**src/rtl/stop_wake_regs.vh**
```
// register offsets, field positions, reset values and timing counts for the stop/wake sequencer
// assumes a byte-wide register port clocked by core_clk at 200 MHz
//
// Behaviour
// - stop instruction halts the oscillator and PLL, entering the stop state.
// - while stopped, CPU, divided peripheral and watchdog prescaled clocks stop.
// - stop ends only on a qualifying interrupt request or hardware reset.
// - watchdog interval skipped only with external clock 1 and PLL select 0.
// - crystal in use or PLL selected: watchdog counter times the stabilisation.
// - watchdog wake restarts oscillator, PLL if enabled, and system clocks together.
// - stabilisation counts the source chosen by the stop-termination bits.
// - watchdog counter is loaded with all ones before stabilisation counting.
// - counter top bit falling starts CPU and bus clocks, no watchdog interrupt.
// - then the watchdog source reverts to the normal div32/div512 choice.
// - once CPU clocks run, the waking interrupt request is accepted.
// - wake sources are pins 3-7, chosen timers, serial ports in stated modes.
// - with several wake sources enabled, the first request ends stop.
// - requests during the wake interval are held, accepted after top bit falls.
// - level-sensed pin interrupts are not latched during the wake interval.
// - non-watchdog wake accepts the input clock and restarts system clocks.
// - non-watchdog delay: 00 gives 19, 01 11, 10 67, 11 35 input cycles.
// - external clock select disables the oscillator driver, holds output pin high.
// - protected register bits update only on the write right after key 55h.
// - stop entry sets a status flag; power-on clears, other resets keep, write 0 clears.
`ifndef STOP_WAKE_REGS_VH
`define STOP_WAKE_REGS_VH

// ----------------------------------------------------------------------
// register offsets
// ----------------------------------------------------------------------
`define ADDR_WDT_FREQ 8'h61
`define ADDR_FUNC_SEL0 8'h62
`define ADDR_FUNC_SEL1 8'h63
`define ADDR_CLK_CTRL 8'hBC

// ----------------------------------------------------------------------
// field positions
// ----------------------------------------------------------------------
`define BIT_WDT_FSEL 0
`define BIT_STOP_SRC_LO 6
`define BIT_STOP_SRC_HI 7
`define BIT_STOP_DIS 0
`define BIT_EXT_CLK 1
`define BIT_STOP_FLAG 0
`define BIT_PLL_EN 1
`define BIT_PLL_SEL 5

// ----------------------------------------------------------------------
// values and timing counts
// ----------------------------------------------------------------------
`define WRITE_KEY 8'h55
`define WDT_LOAD 12'hFFF
`define DLY_SRC00 7'h13
`define DLY_SRC01 7'h0B
`define DLY_SRC10 7'h43
`define DLY_SRC11 7'h23

`endif

```
**src/rtl/stop_wake_seq.v**
```verilog
// stop-state entry and interrupt wake sequencer with its control registers
// assumes pin inputs are asynchronous; prescaler ticks and cpu strobes come from core_clk logic
`timescale 1ns/1ps
`include "stop_wake_regs.vh"

module stop_wake_seq (
  // clock and resets
  input wire core_clk,
  input wire reset_n,
  input wire por_n,
  // register port
  input wire [7:0] reg_addr,
  input wire [7:0] reg_wdata,
  input wire reg_wr,
  input wire reg_rd,
  output reg [7:0] reg_rdata,
  // cpu side
  input wire stop_instruction,
  // wake requests: pins 3-7, timers a0 a1 a2 a4 a9, b0-b2, uart0/1 tx rx
  input wire [4:0] external_irq_pin,
  input wire [4:0] irq_pin_edge_mode,
  input wire [4:0] timer_a_irq,
  input wire [4:0] timer_a_event_mode,
  input wire [2:0] timer_b_irq,
  input wire [3:0] uart_irq,
  input wire [3:0] uart_ext_clk,
  input wire [16:0] wake_enable,
  // clock generator ticks
  input wire xin_tick,
  input wire xin_div16_clock,
  input wire xin_div32_clock,
  input wire xin_div64_clock,
  input wire xin_div128_clock,
  input wire watchdog_div32_clock,
  input wire watchdog_div512_clock,
  // clock gating outputs
  output reg osc_enable,
  output reg pll_enable,
  output reg osc_output_pin,
  output reg system_clock_main_en,
  output reg peripheral_divided_clocks_en,
  output reg watchdog_clocks_en,
  output reg cpu_clock_en,
  output reg bus_interface_clock_en,
  output reg xin_accept_en,
  // interrupt hand-off
  output reg [16:0] held_irq,
  output reg irq_release,
  output reg stopped_flag
);

  localparam ST_RUN = 2'b00;
  localparam ST_STOP = 2'b01;
  localparam ST_STAB = 2'b10;
  localparam ST_DELAY = 2'b11;

  // ----------------------------------------------------------------------
  // pin synchronisers
  // ----------------------------------------------------------------------
  reg [4:0] pin_s1_r;
  reg [4:0] pin_s2_r;
  reg [4:0] pin_prev_r;
  always @(posedge core_clk) begin
    pin_s1_r <= external_irq_pin;
    pin_s2_r <= pin_s1_r;
    pin_prev_r <= pin_s2_r;
  end

  // ----------------------------------------------------------------------
  // registers
  // ----------------------------------------------------------------------
  reg wdt_fsel_r;
  reg [1:0] stop_src_r;
  reg stop_dis_r;
  reg ext_clk_r;
  reg key_ok_r;
  reg pll_en_r;
  reg pll_sel_r;
  reg [1:0] state_r;
  reg [1:0] state_nxt;
  reg [11:0] wdt_cnt_r;
  reg [6:0] dly_cnt_r;
  reg wake_done_r;
  reg [16:0] wake_req;
  reg [16:0] level_mask;

  function [6:0] stop_delay;
    input [1:0] sel;
    begin
      case (sel)
        2'b00: stop_delay = `DLY_SRC00;
        2'b01: stop_delay = `DLY_SRC01;
        2'b10: stop_delay = `DLY_SRC10;
        default: stop_delay = `DLY_SRC11;
      endcase
    end
  endfunction

  // qualifying request vector
  always @* begin
    wake_req = wake_enable & {uart_irq & uart_ext_clk, timer_b_irq,
      timer_a_irq & timer_a_event_mode,
      (irq_pin_edge_mode & ~pin_s2_r & pin_prev_r) | (~irq_pin_edge_mode & ~pin_s2_r)};
    level_mask = {12'h000, ~irq_pin_edge_mode};
  end

  wire any_wake = |wake_req; // first request wins
  wire use_wdt = ~ext_clk_r | pll_sel_r;
  wire wr_hit = reg_wr;
  wire stab_src = stop_src_r == 2'b00 ? xin_div32_clock :
                  stop_src_r == 2'b01 ? xin_div16_clock :
                  stop_src_r == 2'b10 ? xin_div128_clock : xin_div64_clock;
  wire norm_src = wdt_fsel_r ? watchdog_div32_clock : watchdog_div512_clock;

  // ----------------------------------------------------------------------
  // register writes
  // ----------------------------------------------------------------------
  always @(posedge core_clk) begin
    if (!reset_n) begin
      wdt_fsel_r <= 1'b0;
      stop_src_r <= 2'b00;
      stop_dis_r <= 1'b0;
      ext_clk_r <= 1'b0;
      key_ok_r <= 1'b0;
      pll_en_r <= 1'b0;
      pll_sel_r <= 1'b0;
    end else if (wr_hit) begin
      key_ok_r <= 1'b0;
      case (reg_addr)
        `ADDR_WDT_FREQ: begin
          wdt_fsel_r <= reg_wdata[`BIT_WDT_FSEL];
          stop_src_r <= reg_wdata[`BIT_STOP_SRC_HI:`BIT_STOP_SRC_LO];
        end
        `ADDR_FUNC_SEL0: begin
          if (reg_wdata == `WRITE_KEY && !key_ok_r) begin
            key_ok_r <= 1'b1; // key alone changes nothing
          end else if (key_ok_r) begin
            stop_dis_r <= reg_wdata[`BIT_STOP_DIS];
            ext_clk_r <= reg_wdata[`BIT_EXT_CLK];
          end
        end
        `ADDR_CLK_CTRL: begin
          pll_en_r <= reg_wdata[`BIT_PLL_EN];
          pll_sel_r <= reg_wdata[`BIT_PLL_SEL];
        end
        default: begin
        end
      endcase
    end
  end

  // stop flag: power-on clears, other resets keep, write 0 clears, set wins
  wire stop_entry = state_r == ST_RUN && stop_instruction && !stop_dis_r;
  always @(posedge core_clk) begin
    if (!por_n) begin
      stopped_flag <= 1'b0;
    end else if (stop_entry) begin
      stopped_flag <= 1'b1;
    end else if (wr_hit && reg_addr == `ADDR_FUNC_SEL1 && !reg_wdata[`BIT_STOP_FLAG]) begin
      stopped_flag <= 1'b0;
    end
  end

  // ----------------------------------------------------------------------
  // read port
  // ----------------------------------------------------------------------
  always @(posedge core_clk) begin
    if (!reset_n) begin
      reg_rdata <= 8'h00;
    end else if (reg_rd) begin
      case (reg_addr)
        `ADDR_WDT_FREQ: reg_rdata <= {stop_src_r, 5'h00, wdt_fsel_r};
        `ADDR_FUNC_SEL0: reg_rdata <= {6'h00, ext_clk_r, stop_dis_r};
        `ADDR_FUNC_SEL1: reg_rdata <= {7'h00, stopped_flag};
        `ADDR_CLK_CTRL: reg_rdata <= {2'b00, pll_sel_r, 3'b000, pll_en_r, 1'b0};
        default: reg_rdata <= 8'h00;
      endcase
    end else begin
      reg_rdata <= 8'h00;
    end
  end

  // ----------------------------------------------------------------------
  // wake state machine
  // ----------------------------------------------------------------------
  always @* begin
    state_nxt = state_r;
    case (state_r)
      ST_RUN: if (stop_entry) state_nxt = ST_STOP;
      ST_STOP: if (any_wake) state_nxt = use_wdt ? ST_STAB : ST_DELAY;
      ST_STAB: if (!wdt_cnt_r[11]) state_nxt = ST_RUN;
      ST_DELAY: if (dly_cnt_r == 7'h00) state_nxt = ST_RUN;
      default: state_nxt = ST_RUN;
    endcase
  end

  always @(posedge core_clk) begin
    if (!reset_n) begin
      state_r <= ST_RUN;
      wdt_cnt_r <= `WDT_LOAD;
      dly_cnt_r <= 7'h00;
      held_irq <= 17'h00000;
      irq_release <= 1'b0;
      wake_done_r <= 1'b0;
    end else begin
      state_r <= state_nxt;
      wake_done_r <= 1'b0;
      // release follows the cpu clock start by one cycle
      irq_release <= wake_done_r;
      case (state_r)
        ST_RUN: begin
          wdt_cnt_r <= `WDT_LOAD;
          held_irq <= 17'h00000;
          if (norm_src && !stop_entry)
            wdt_cnt_r <= wdt_cnt_r; // normal watchdog counting lives elsewhere
        end
        ST_STOP: begin
          wdt_cnt_r <= `WDT_LOAD;
          dly_cnt_r <= stop_delay(stop_src_r); // full tick count
          held_irq <= wake_req & ~level_mask;
        end
        ST_STAB: begin
          if (stab_src)
            wdt_cnt_r <= wdt_cnt_r - 12'h001;
          held_irq <= held_irq | (wake_req & ~level_mask);
          if (!wdt_cnt_r[11])
            wake_done_r <= 1'b1;
        end
        ST_DELAY: begin
          if (xin_tick && dly_cnt_r != 7'h00)
            dly_cnt_r <= dly_cnt_r - 7'h01;
          held_irq <= held_irq | (wake_req & ~level_mask);
          if (dly_cnt_r == 7'h00)
            wake_done_r <= 1'b1;
        end
        default: begin
        end
      endcase
    end
  end

  // ----------------------------------------------------------------------
  // clock enables
  // ----------------------------------------------------------------------
  always @(posedge core_clk) begin
    if (!reset_n) begin
      osc_enable <= 1'b1;
      pll_enable <= 1'b0;
      osc_output_pin <= 1'b0;
      system_clock_main_en <= 1'b1;
      peripheral_divided_clocks_en <= 1'b1;
      watchdog_clocks_en <= 1'b1;
      cpu_clock_en <= 1'b1;
      bus_interface_clock_en <= 1'b1;
      xin_accept_en <= 1'b1;
    end else begin
      osc_enable <= state_nxt != ST_STOP && !ext_clk_r;
      pll_enable <= state_nxt != ST_STOP && pll_en_r;
      osc_output_pin <= ext_clk_r; // held high with external clock
      system_clock_main_en <= state_nxt != ST_STOP;
      peripheral_divided_clocks_en <= state_nxt != ST_STOP;
      watchdog_clocks_en <= state_nxt != ST_STOP;
      cpu_clock_en <= state_nxt == ST_RUN;
      bus_interface_clock_en <= state_nxt == ST_RUN;
      xin_accept_en <= state_nxt != ST_STOP;
    end
  end

endmodule

```
**config.mk**
```make
export PLATFORM = sky130hd
export DESIGN_NAME = stop_wake_seq
export DESIGN_NICKNAME = d
export VERILOG_FILES = /design/src/rtl/stop_wake_seq.v
export VERILOG_INCLUDE_DIRS = /design/src /design/src/rtl
export SDC_FILE = /design/constraint.sdc
export NUM_CORES = 1
export LEC_CHECK = 0
export ABC_AREA = 1
export BUFFER_PORTS_ARGS = -buffer_cell sky130_fd_sc_hd__buf_4
export CORE_AREA = 2 2 84 86
export DETAILED_ROUTE_END_ITERATION = 12
export DIE_AREA = 0 0 86 88
export PLACE_DENSITY_LB_ADDON = 0.25
export SKIP_LAST_GASP = 1
export SLEW_MARGIN = 30
export SYNTH_ARGS = -nofsm -noshare
export SYNTH_HDL_FRONTEND = slang
export SYNTH_SLANG_ARGS = --single-unit
export TNS_END_PERCENT = 50
```
**constraint.sdc**
```tcl
create_clock -name core_clk -period 1.6 [get_ports core_clk]
set_clock_uncertainty 0.05 [all_clocks]
set_input_delay 0.24 -clock core_clk [delete_from_list [all_inputs] [get_ports core_clk]]
set_output_delay 0.24 -clock core_clk [all_outputs]
set_load 0.02 [all_outputs]
```
Word-level counts from Yosys, hierarchy flattened

Index checks and enable logic that the tools add are counted.

Register bits after elaboration: 77
Input port bits: 77
Output and inout port bits: 36
Logic and storage cells: 109

Add/subtract/negate cells: 2
Equal/unequal tests: 14
Mux-type cells: 25
Bitwise logic cells: 15
Reductions and logical operators: 30

Operators by type and width:

| cell                  | count |
|---|---|
| $pmux 17 s3           | 1 |
| $pmux 12 s3           | 1 |
| $and 17x17->17        | 2 |
| $eq 8x7->1 const B    | 4 |
| $pmux 8 s4            | 1 |
| $mux 12               | 2 |
| $pmux 7 s3            | 1 |
| $and 5x5->5           | 4 |
| $not 5->17            | 1 |
| $or 17x17->17         | 1 |
| $reduce_or 17->1      | 1 |
| $pmux 7 s2            | 1 |
| $sub 12x1->12 const B | 1 |
| $mux 1                | 11 |
| $not 5->5             | 2 |
| $logic_and 1x1->1     | 9 |
| $eq 8x8->1 const B    | 1 |
| $mux 2                | 4 |
| $pmux 2 s4            | 1 |
| $reduce_and 2->1      | 4 |
| $logic_not 7->1       | 1 |
| $mux 7                | 1 |
| $reduce_bool 7->1     | 1 |
| $sub 7x1->7 const B   | 1 |
| 16 further kinds      | 29 |

Longest topological paths before layout

Gate-level depths: netlist of the first run.

Depth after elaboration: 10
Mapped depth: 11
Gate-level depth less buffers: 11

Worst setup path before layout of the first run

Ideal clock, no wire load.

Kind: register -> register
Start point: register dly_cnt_r[0]
End point: register dly_cnt_r[3]
Setup time: 132 ps
Arrival: 1,256 ps
Data required time: 1,418 ps
Path slack: 161 ps
Stages on the path, launching flop included: 11
Buffers on the path: 0
Clock period less this slack: 1,439 ps
Path through: dfxtp_1 inv_1 ha_1 nand4_1 nor2_2 nor2_2 nand2_2 nand2_2 inv_1 nand2_1 a21oi_1

Cells in the longest elaborated chain, start to end: 4
Elaborated cells on any way between the ends: 7
Classes of those cells: add/sub (1); eq/ne (1); mux (2); reduce/logical (3)

RTL lines:

| what                                                | RTL line            | RTL |
|---|---|---|
| start, declared                                     | stop_wake_seq.v:82  | `reg [6:0] dly_cnt_r;` |
| start signal, assigned                              | stop_wake_seq.v:219 | `dly_cnt_r <= stop_delay(stop_src_r);` |
| start signal, assigned                              | stop_wake_seq.v:231 | `dly_cnt_r <= dly_cnt_r - 7'h01;` |
| branches (longest 4 deep; another with $sub 7x1->7) | --                  |  |

Parallel ways; which one is timed is not known. The select of a mux whose other input is x is not followed.
A chain may end at the register's enable or synchronous reset.

Worst setup path after layout of the first run

Start point: register dly_cnt_r[0]
End point: register bus_interface_clock_en

Cells in the longest elaborated chain, start to end: 4

RTL lines:

| what                 | RTL line            | RTL |
|---|---|---|
| $logic_not 7->1      | stop_wake_seq.v:192 | `ST_DELAY: if (dly_cnt_r == 7'h00) state_nxt = ST_RUN;` |
| $mux 2               | stop_wake_seq.v:192 |  |
| $pmux 2 s4           | stop_wake_seq.v:188 | `case (state_r)` |
| $logic_not 2->1      | stop_wake_seq.v:264 | `bus_interface_clock_en <= state_nxt == ST_RUN;` |
| end signal, assigned | stop_wake_seq.v:254 | `bus_interface_clock_en <= 1'b1;` |
| end signal, assigned | stop_wake_seq.v:264 |  |
| end, declared        | stop_wake_seq.v:44  | `output reg bus_interface_clock_en,` |

Every way passes these cells.

==> metrics, run 1 <==
status complete, no violations; Slowest cell on crit path dfxtp_1; fin crit share 94.3%; vias per cell 4.92; FMAX 663 MHz; Slew Limit Fails 0; Worst path most repeated cell nor2_1; Critical Path Max Stage Delay 0.32 ns; Starting Density 48.6%; Hold Path Class in -> reg; Seq/Total Area, Yosys 45.9%; Antenna Violating Nets Remaining 0; IO Port Bufs 109; CP bufs+invs 2; post-layout util 66.7%; Top FF cell, synth dfxtp_1; first-pass GRT wire length 12.6 mm; Final HPWL DP 6.07 mm; number of iterations in the first detailed-routing pass 4; #FFs+latches synth 74; final WL 7.92 mm; Critical Path Start Type flip-flop; WP data required between 1.5 and 2 ns; commonest non-fill, non-tap cells in the layout buf_4 (120), nand2_1 (100), dfxtp_1 (73), inv_1 (57), nand3_1 (33); Ys Warns 0; post-route non-filler standard cell count 645; Die Area between 0.007 and 0.008 sq mm; GRT overflow 0; initial antenna violation count 0; # rows 30; minimum clock period between 1.5 and 2 ns; Max Cap Viol 0; total CTS buffers 9; critical path arrival approximately 1.8 ns; worst skew pair latency about 0.35 ns; VDD IR max 0.448 mV; Leak 2.13 nW; Core Region 0.00664 sq mm; EDFF count, synth 0; Antenna diodes 0; synth unique cells 36; Mapped Area about 0.0032 sq mm; # DRC 0; critical path fanouts, max 4; Setup crit end kind flip-flop; vias in the first global route 3012; DRT iter0 DRCs 111; dpl cells 622; Fin Hold WS 0.0968 ns; synthesized area per cell 7.41 sq um; Clock Tree Root clkbuf_8; critical path class reg -> reg; DR vias 3174; H-tree Lvls 3; Final nets 639; layout cell share with drive strength beyond 1 a little under a third; Clock transition at path regs 0.08 ns; Final Power ~0.0042 W; area added between synthesis and finish 37.2%; CTS tree built; Gate Count Post-Synth 436; Ports 113; CP delay by family, top simple AND/OR/NAND/NOR gates; Longest Clk Path Bufs 2; FILL cells 596; PD cells 949 mW/mm^2; CP cell instances inv_2 -> ha_4 -> nand4_1 -> nor2_2 -> nor2_4 -> a21oi_2 -> nand2_2 -> inv_1 -> nor2_1 -> nor2_1; overall fraction of global-route tracks in use 21.3%; routed len/inst 12.3 um; RSZ-0062 raised after global routing true; CTS Sinks 74; largest net degree at the start of global routing 18; Die W 86 um; commonest non-fill, non-tap cell in the layout buf_4; RD Place Congestion approximately 0.88; Hold Fails Final Rpt 0; ys async rst share 0%; Die Span Y 88 um; final setup fails 0; R2R Setup Slk between 0.09 and 0.1 ns
flip-flops by register name, summed over array words and instances, names as in the netlist, 2 cells and up:
| name | count |
|---|---|
| pin_s1_r | 5 |
| held_irq | 17 |
| dly_cnt_r | 7 |
| pin_prev_r | 5 |
| pin_s2_r | 5 |
| reg_rdata | 5 |
| state_r | 2 |
| stop_src_r | 2 |
| wdt_cnt_r | 12 |
cell families after synthesis:
family	after synthesis	synth area share [%]
AOI/OAI and AO/OA	66	11.9
xor gates and xnor gates	11	2.98
adders and majority gates	2	0.775
buffers and inverters	79	10.6
DFF	74	45.9
other	1	0.116
and+or+nand+nor	203	27.8
metrics by stage:
stage          instance area (sq um)  setup WS (ns)  TNS [ns]
6_report                        4430         0.0911         0
3_5_place_dp                    4130         0.0170         0
2_1_floorplan                   3240          0.161         0
5_1_grt                         4430        -0.0497    -0.188
3_3_place_gp                    4130         0.0712         0
4_1_cts                         4370         0.0134         0
final timing paths:
check                                               start                                 to  depth (start not counted)
worst min-delay path                                por_n          stopped_flag$_SDFFE_PN0P_                          2
worst min register to register        pin_s1_r[3]$_DFF_P_                pin_s2_r[3]$_DFF_P_                          0
worst max-delay path            dly_cnt_r[0]$_SDFFE_PN0P_  bus_interface_clock_en$_SDFF_PN1_                         10
worst max register to register  dly_cnt_r[0]$_SDFFE_PN0P_  bus_interface_clock_en$_SDFF_PN1_                         10
power breakdown:
group | switching [W] | internal [W] | leakage (nW) | total (W)
Clock | 0.000706 | 0.000722 | 0.0889 | 0.00143
Sequential | 0.0000719 | 0.00194 | 0.607 | 0.00201
Combinational | 0.000414 | 0.000350 | 1.44 | 0.000764
cells in the mapped netlist, types with 2 or more instances:
library cell / n / area share (%)
nor2_2: 7 / 1.4
nand2_2: 4 / 0.77
clkbuf_1: 4 / 0.46
ha_1: 2 / 0.77
nor3_1: 8 / 1.2
nand3_1: 33 / 5.1
buf_4: 7 / 1.6
o21ai_0: 21 / 3.3
inv_2: 4 / 0.46
inv_1: 60 / 7.0
a21oi_1: 29 / 4.5
o22ai_1: 2 / 0.39
nand4_1: 10 / 1.9
a211oi_1: 2 / 0.46
dfxtp_1: 74 / 46
nor2_1: 33 / 3.8
o211ai_1: 2 / 0.46
xnor2_1: 3 / 0.81
o21ai_1: 3 / 0.46
o211ai_2: 4 / 1.5
buf_6: 2 / 0.70
nand2_1: 101 / 12
xor2_1: 8 / 2.2
what timing repair did:
item / CTS / global route
hold buffers: 5 / 0
endpoints found under the setup margin: 2 / 17
pin swaps: 0 / 3
endpoints found under the hold margin: 5 / 0
resized for setup: 1 / 14
gates cloned: 0 / 0
buffers inserted: 0 / 2
worst reg2reg max path, delay by kind of cell, from the launching register on:
family          cells  cell delay, ns
fa+ha+maj           1            0.15
compound gates      1            0.14
buf+inv             2            0.15
flops               1            0.32
simple gates        6            0.64
area by class of cell:
cell class | instances | area, sq um | share of cell area, %
clock buffer | 10 | 128 | 2.88
clock inverter | 6 | 66.3 | 1.50
inverter | 65 | 246 | 5.56
multi-input combinational | 285 | 1460 | 32.9
sequential | 74 | 1480 | 33.5
tap | 80 | 100 | 2.26
timing repair buffer | 125 | 951 | 21.5
layer usage:
layer	global-route usage (%)	routed length, um
met1	23.5	3240
met2	38.1	3900
met3	4.81	624
met4	11.3	159
met5	0	0
Note: power is estimated with default switching activity, not from simulation.
==> run 2, diff against run 1 <==
--- a/config.mk
+++ b/config.mk
@@ -6,11 +6,11 @@
 export SDC_FILE = /design/constraint.sdc
 export NUM_CORES = 1
 export LEC_CHECK = 0
-export ABC_AREA = 1
+export ABC_AREA = 0
 export BUFFER_PORTS_ARGS = -buffer_cell sky130_fd_sc_hd__buf_4
-export CORE_AREA = 2 2 84 86
+export CORE_AREA = 2 2 83 85
 export DETAILED_ROUTE_END_ITERATION = 12
-export DIE_AREA = 0 0 86 88
+export DIE_AREA = 0 0 85 87
 export PLACE_DENSITY_LB_ADDON = 0.25
 export SKIP_LAST_GASP = 1
 export SLEW_MARGIN = 30
==> run 2 against run 1 <==
The flow now finishes with violations (negative setup slack). Setup slack got worse by 0.44 ns. Via count down 3.8%. Core utilization grew 3.2 points. Wire length is 7.0% higher. Sequential share of layout area decreased by 1.1 points. Largest power group unchanged. Cell count down 11%. Worst hold slack gained 0.013 ns. Critical path type unchanged. Sequential power decreased by 4%. Critical path depth is 3 lower. Global-route usage increased by 1.4 points.
==> metrics, run 2 <==
Final WS setup -0.345 ns; overall fraction of global-route tracks in use 22.7%; Seq/Total Area, Yosys 47.5%; GRT overflow 0; Clock Tree Root clkbuf_8; CTS tree built; violated checks negative setup slack; IO Port Bufs 109; max reg flops 17; final setup fails 25; minimum clock period 1.94 ns; DR vias slightly above 3000; # DRC 0; Clock transition at path regs 0.09 ns; Final HPWL DP 6.06 mm; Synth area leaders dfxtp_1 (47%), nand2_1 (5.1%), a21oi_1 (4.8%), nand3_1 (3.0%), nor2_1 (2.6%); # rows 30; H-tree Lvls 3; layout cell share with drive strength beyond 1 40.3%; vias in the first global route just under 3000; #FFs+latches synth 74; initial antenna violation count 0; Top FF cell, synth dfxtp_1; PD cells around 890 mW/mm^2; Slew Limit Headroom approximately two thirds; Final TNS setup -3.59 ns; Worst setup startpoint dly_cnt_r[0]$_SDFFE_PN0P_; Die Span Y 87 um; WP data required 1.78 ns; final WL 8.48 mm; Ys Warns 0; vias per cell 5.30; worst skew pair latency 0.34 ns; synth unique cells 59; critical path class reg -> reg; Hold Path Class in -> reg; VDD IR max 0.525 mV; Ports 113; post-place setup slack -0.270 ns; commonest non-fill, non-tap cell in the layout buf_4; Antenna diodes 0; Slew Limit Fails 0; Antenna Violating Nets Remaining 0; Gate Count Post-Synth 337; FF-to-FF End dly_cnt_r[1]$_SDFFE_PN0P_; R2R Setup Slk -0.34 ns; Final nets 570; top cell type by total area after synthesis dfxtp_1; CTS Sinks 74; commonest non-fill, non-tap cells in the layout buf_4 (151), dfxtp_1 (71), nand2_1 (42), a21oi_1 (26), nor2_1 (21); routed len/inst about 15 um; Mapped Area 0.00312 sq mm; synthesized area per cell slightly above 9 sq um; Max Cap Viol 0; post-synth top area share 47.5%; fin crit share 122%; Starting Density 47.5%; critical path arrival 2.12 ns; total CTS buffers 9; FILL cells 522; Most flops, register held_irq; RD Place Congestion between 0.8 and 0.9; Leak 1.96 nW; synth cell count leaders dfxtp_1 (74), nand2_1 (42), a21oi_1 (30), nor2_1 (22), nand3_1 (19); Die Area 0.00740 sq mm; Die W 85 um; Critical Path Start Type flip-flop; crit path to dly_cnt_r[1]$_SDFFE_PN0P_; critical path fanouts, max 5; ys async rst share 0%; EDFF count, synth 0; Worst R2R Path Depth 7; area added between synthesis and finish 47.2%; Longest Clk Path Bufs 2; FMAX 514 MHz; Core Region 0.00657 sq mm; hold_sp timer_a_event_mode[1]; Worst-Margin Slew 0.511 ns; largest net degree at the start of global routing 23; status finished, violations left; Largest regs held_irq (17), wdt_cnt_r (12), dly_cnt_r (7); first-pass GRT wire length 13.3 mm; Hold Fails Final Rpt 0; top-count cell post-synth dfxtp_1; Setup crit end kind flip-flop; DRT iter0 DRCs about 120; FF-to-FF Start dly_cnt_r[0]$_SDFFE_PN0P_; RSZ-0062 raised after global routing true; number of iterations in the first detailed-routing pass 4
==> run 2: changes by cell type after synthesis, sizes merged, moves of 8 or more <==
cell | before | now
nor2 | 40 | 22
inv | 65 | 11
o21ai | 25 | 13
nand2 | 106 | 43
nand3 | 34 | 19
xor2 | 8 | 0
nor2b | 0 | 9
==> run 2: worst min path at each step <==
stage,endpoint,slack [ns],cells past startpoint
after floorplan,pin_s1_r[0]$_DFF_P_,0.22,0
after detailed placement,pin_s2_r[1]$_DFF_P_,0.26,0
after global placement,pin_s2_r[2]$_DFF_P_,0.26,0
final,held_irq[6]$_SDFF_PN0_,0.11,3
after CTS,held_irq[11]$_SDFF_PN0_,0.09,3
after global routing,stopped_flag$_SDFFE_PN0P_,0.10,2
==> run 2: kinds of logic after synthesis <==
family                   after synthesis  synth area share [%]
AND/OR/NAND/NOR                      138                  23.4
buffers and inverters                 28                  4.89
adder cells (fa/ha/maj)                2                 0.802
flip-flops                            74                  47.5
other                                  1                 0.120
multiplexers                           8                  3.01
XOR/XNOR                               8                  2.25
AO/OA/AOI/OAI                         78                  18.1
==> run 2: layer usage <==
metal / wire length, um / GRT usage, % / up-vias
met5: 0 / 0 / -
met4: 143 / 8.95 / 0
met3: 618 / 8.82 / 16
met2: 4130 / 36.6 / 119
met1: 3580 / 27.4 / 1403
li1: - / - / 1514
==> run 2: power by group <==
part / internal, W / total, W / leakage (nW) / switching (W)
Clock: 0.000772 / 0.00148 / 0.0997 / 0.000709
Sequential: 0.00189 / 0.00193 / 0.606 / 0.0000395
Combinational: 0.000349 / 0.000669 / 1.26 / 0.000320
==> run 2: what timing repair did <==
item	4_1_cts	5_1_grt
gates cloned	0	1
endpoints found under the hold margin	5	0
buffers inserted	2	3
pin swaps	7	10
resized for setup	12	7
setup endpoints to repair	26	26
hold buffers	5	0
==> run 2: cell type report <==
class                           count  area [sq um]  area share, %
Clock buffer                       11           141           3.08
Clock inverter                      5          63.8           1.39
Inverter                           11          41.3          0.899
Multi-Input combinational cell    238          1560           34.1
Sequential cell                    74          1490           32.4
Tap cell                           80           100           2.18
Timing Repair Buffer              157          1190           26.0
==> run 2: worst max-delay path, cell delays in order, from the launching register on <==
cell	delay, ns
dfxtp_2	0.33
inv_2	0.07
ha_4	0.13
or3b_4	0.41
o41ai_4	0.31
buf_4	0.19
a21oi_4	0.07
o221a_2	0.28
==> run 2: per-stage QoR <==
stage / power [W] / hold WS [ns] / util [%] / std cells / area, sq um
after floorplan: 0.00226 / 0.218 / - / 339 / 3130
after global placement: 0.00255 / 0.261 / 64.4 / 550 / 4230
after detailed placement: 0.00257 / 0.265 / 64.4 / 550 / 4230
after CTS: 0.00409 / 0.0932 / 69.2 / 573 / 4540
after global routing: 0.00424 / 0.102 / 69.9 / 576 / 4590
final: 0.00408 / 0.110 / 69.9 / 576 / 4590
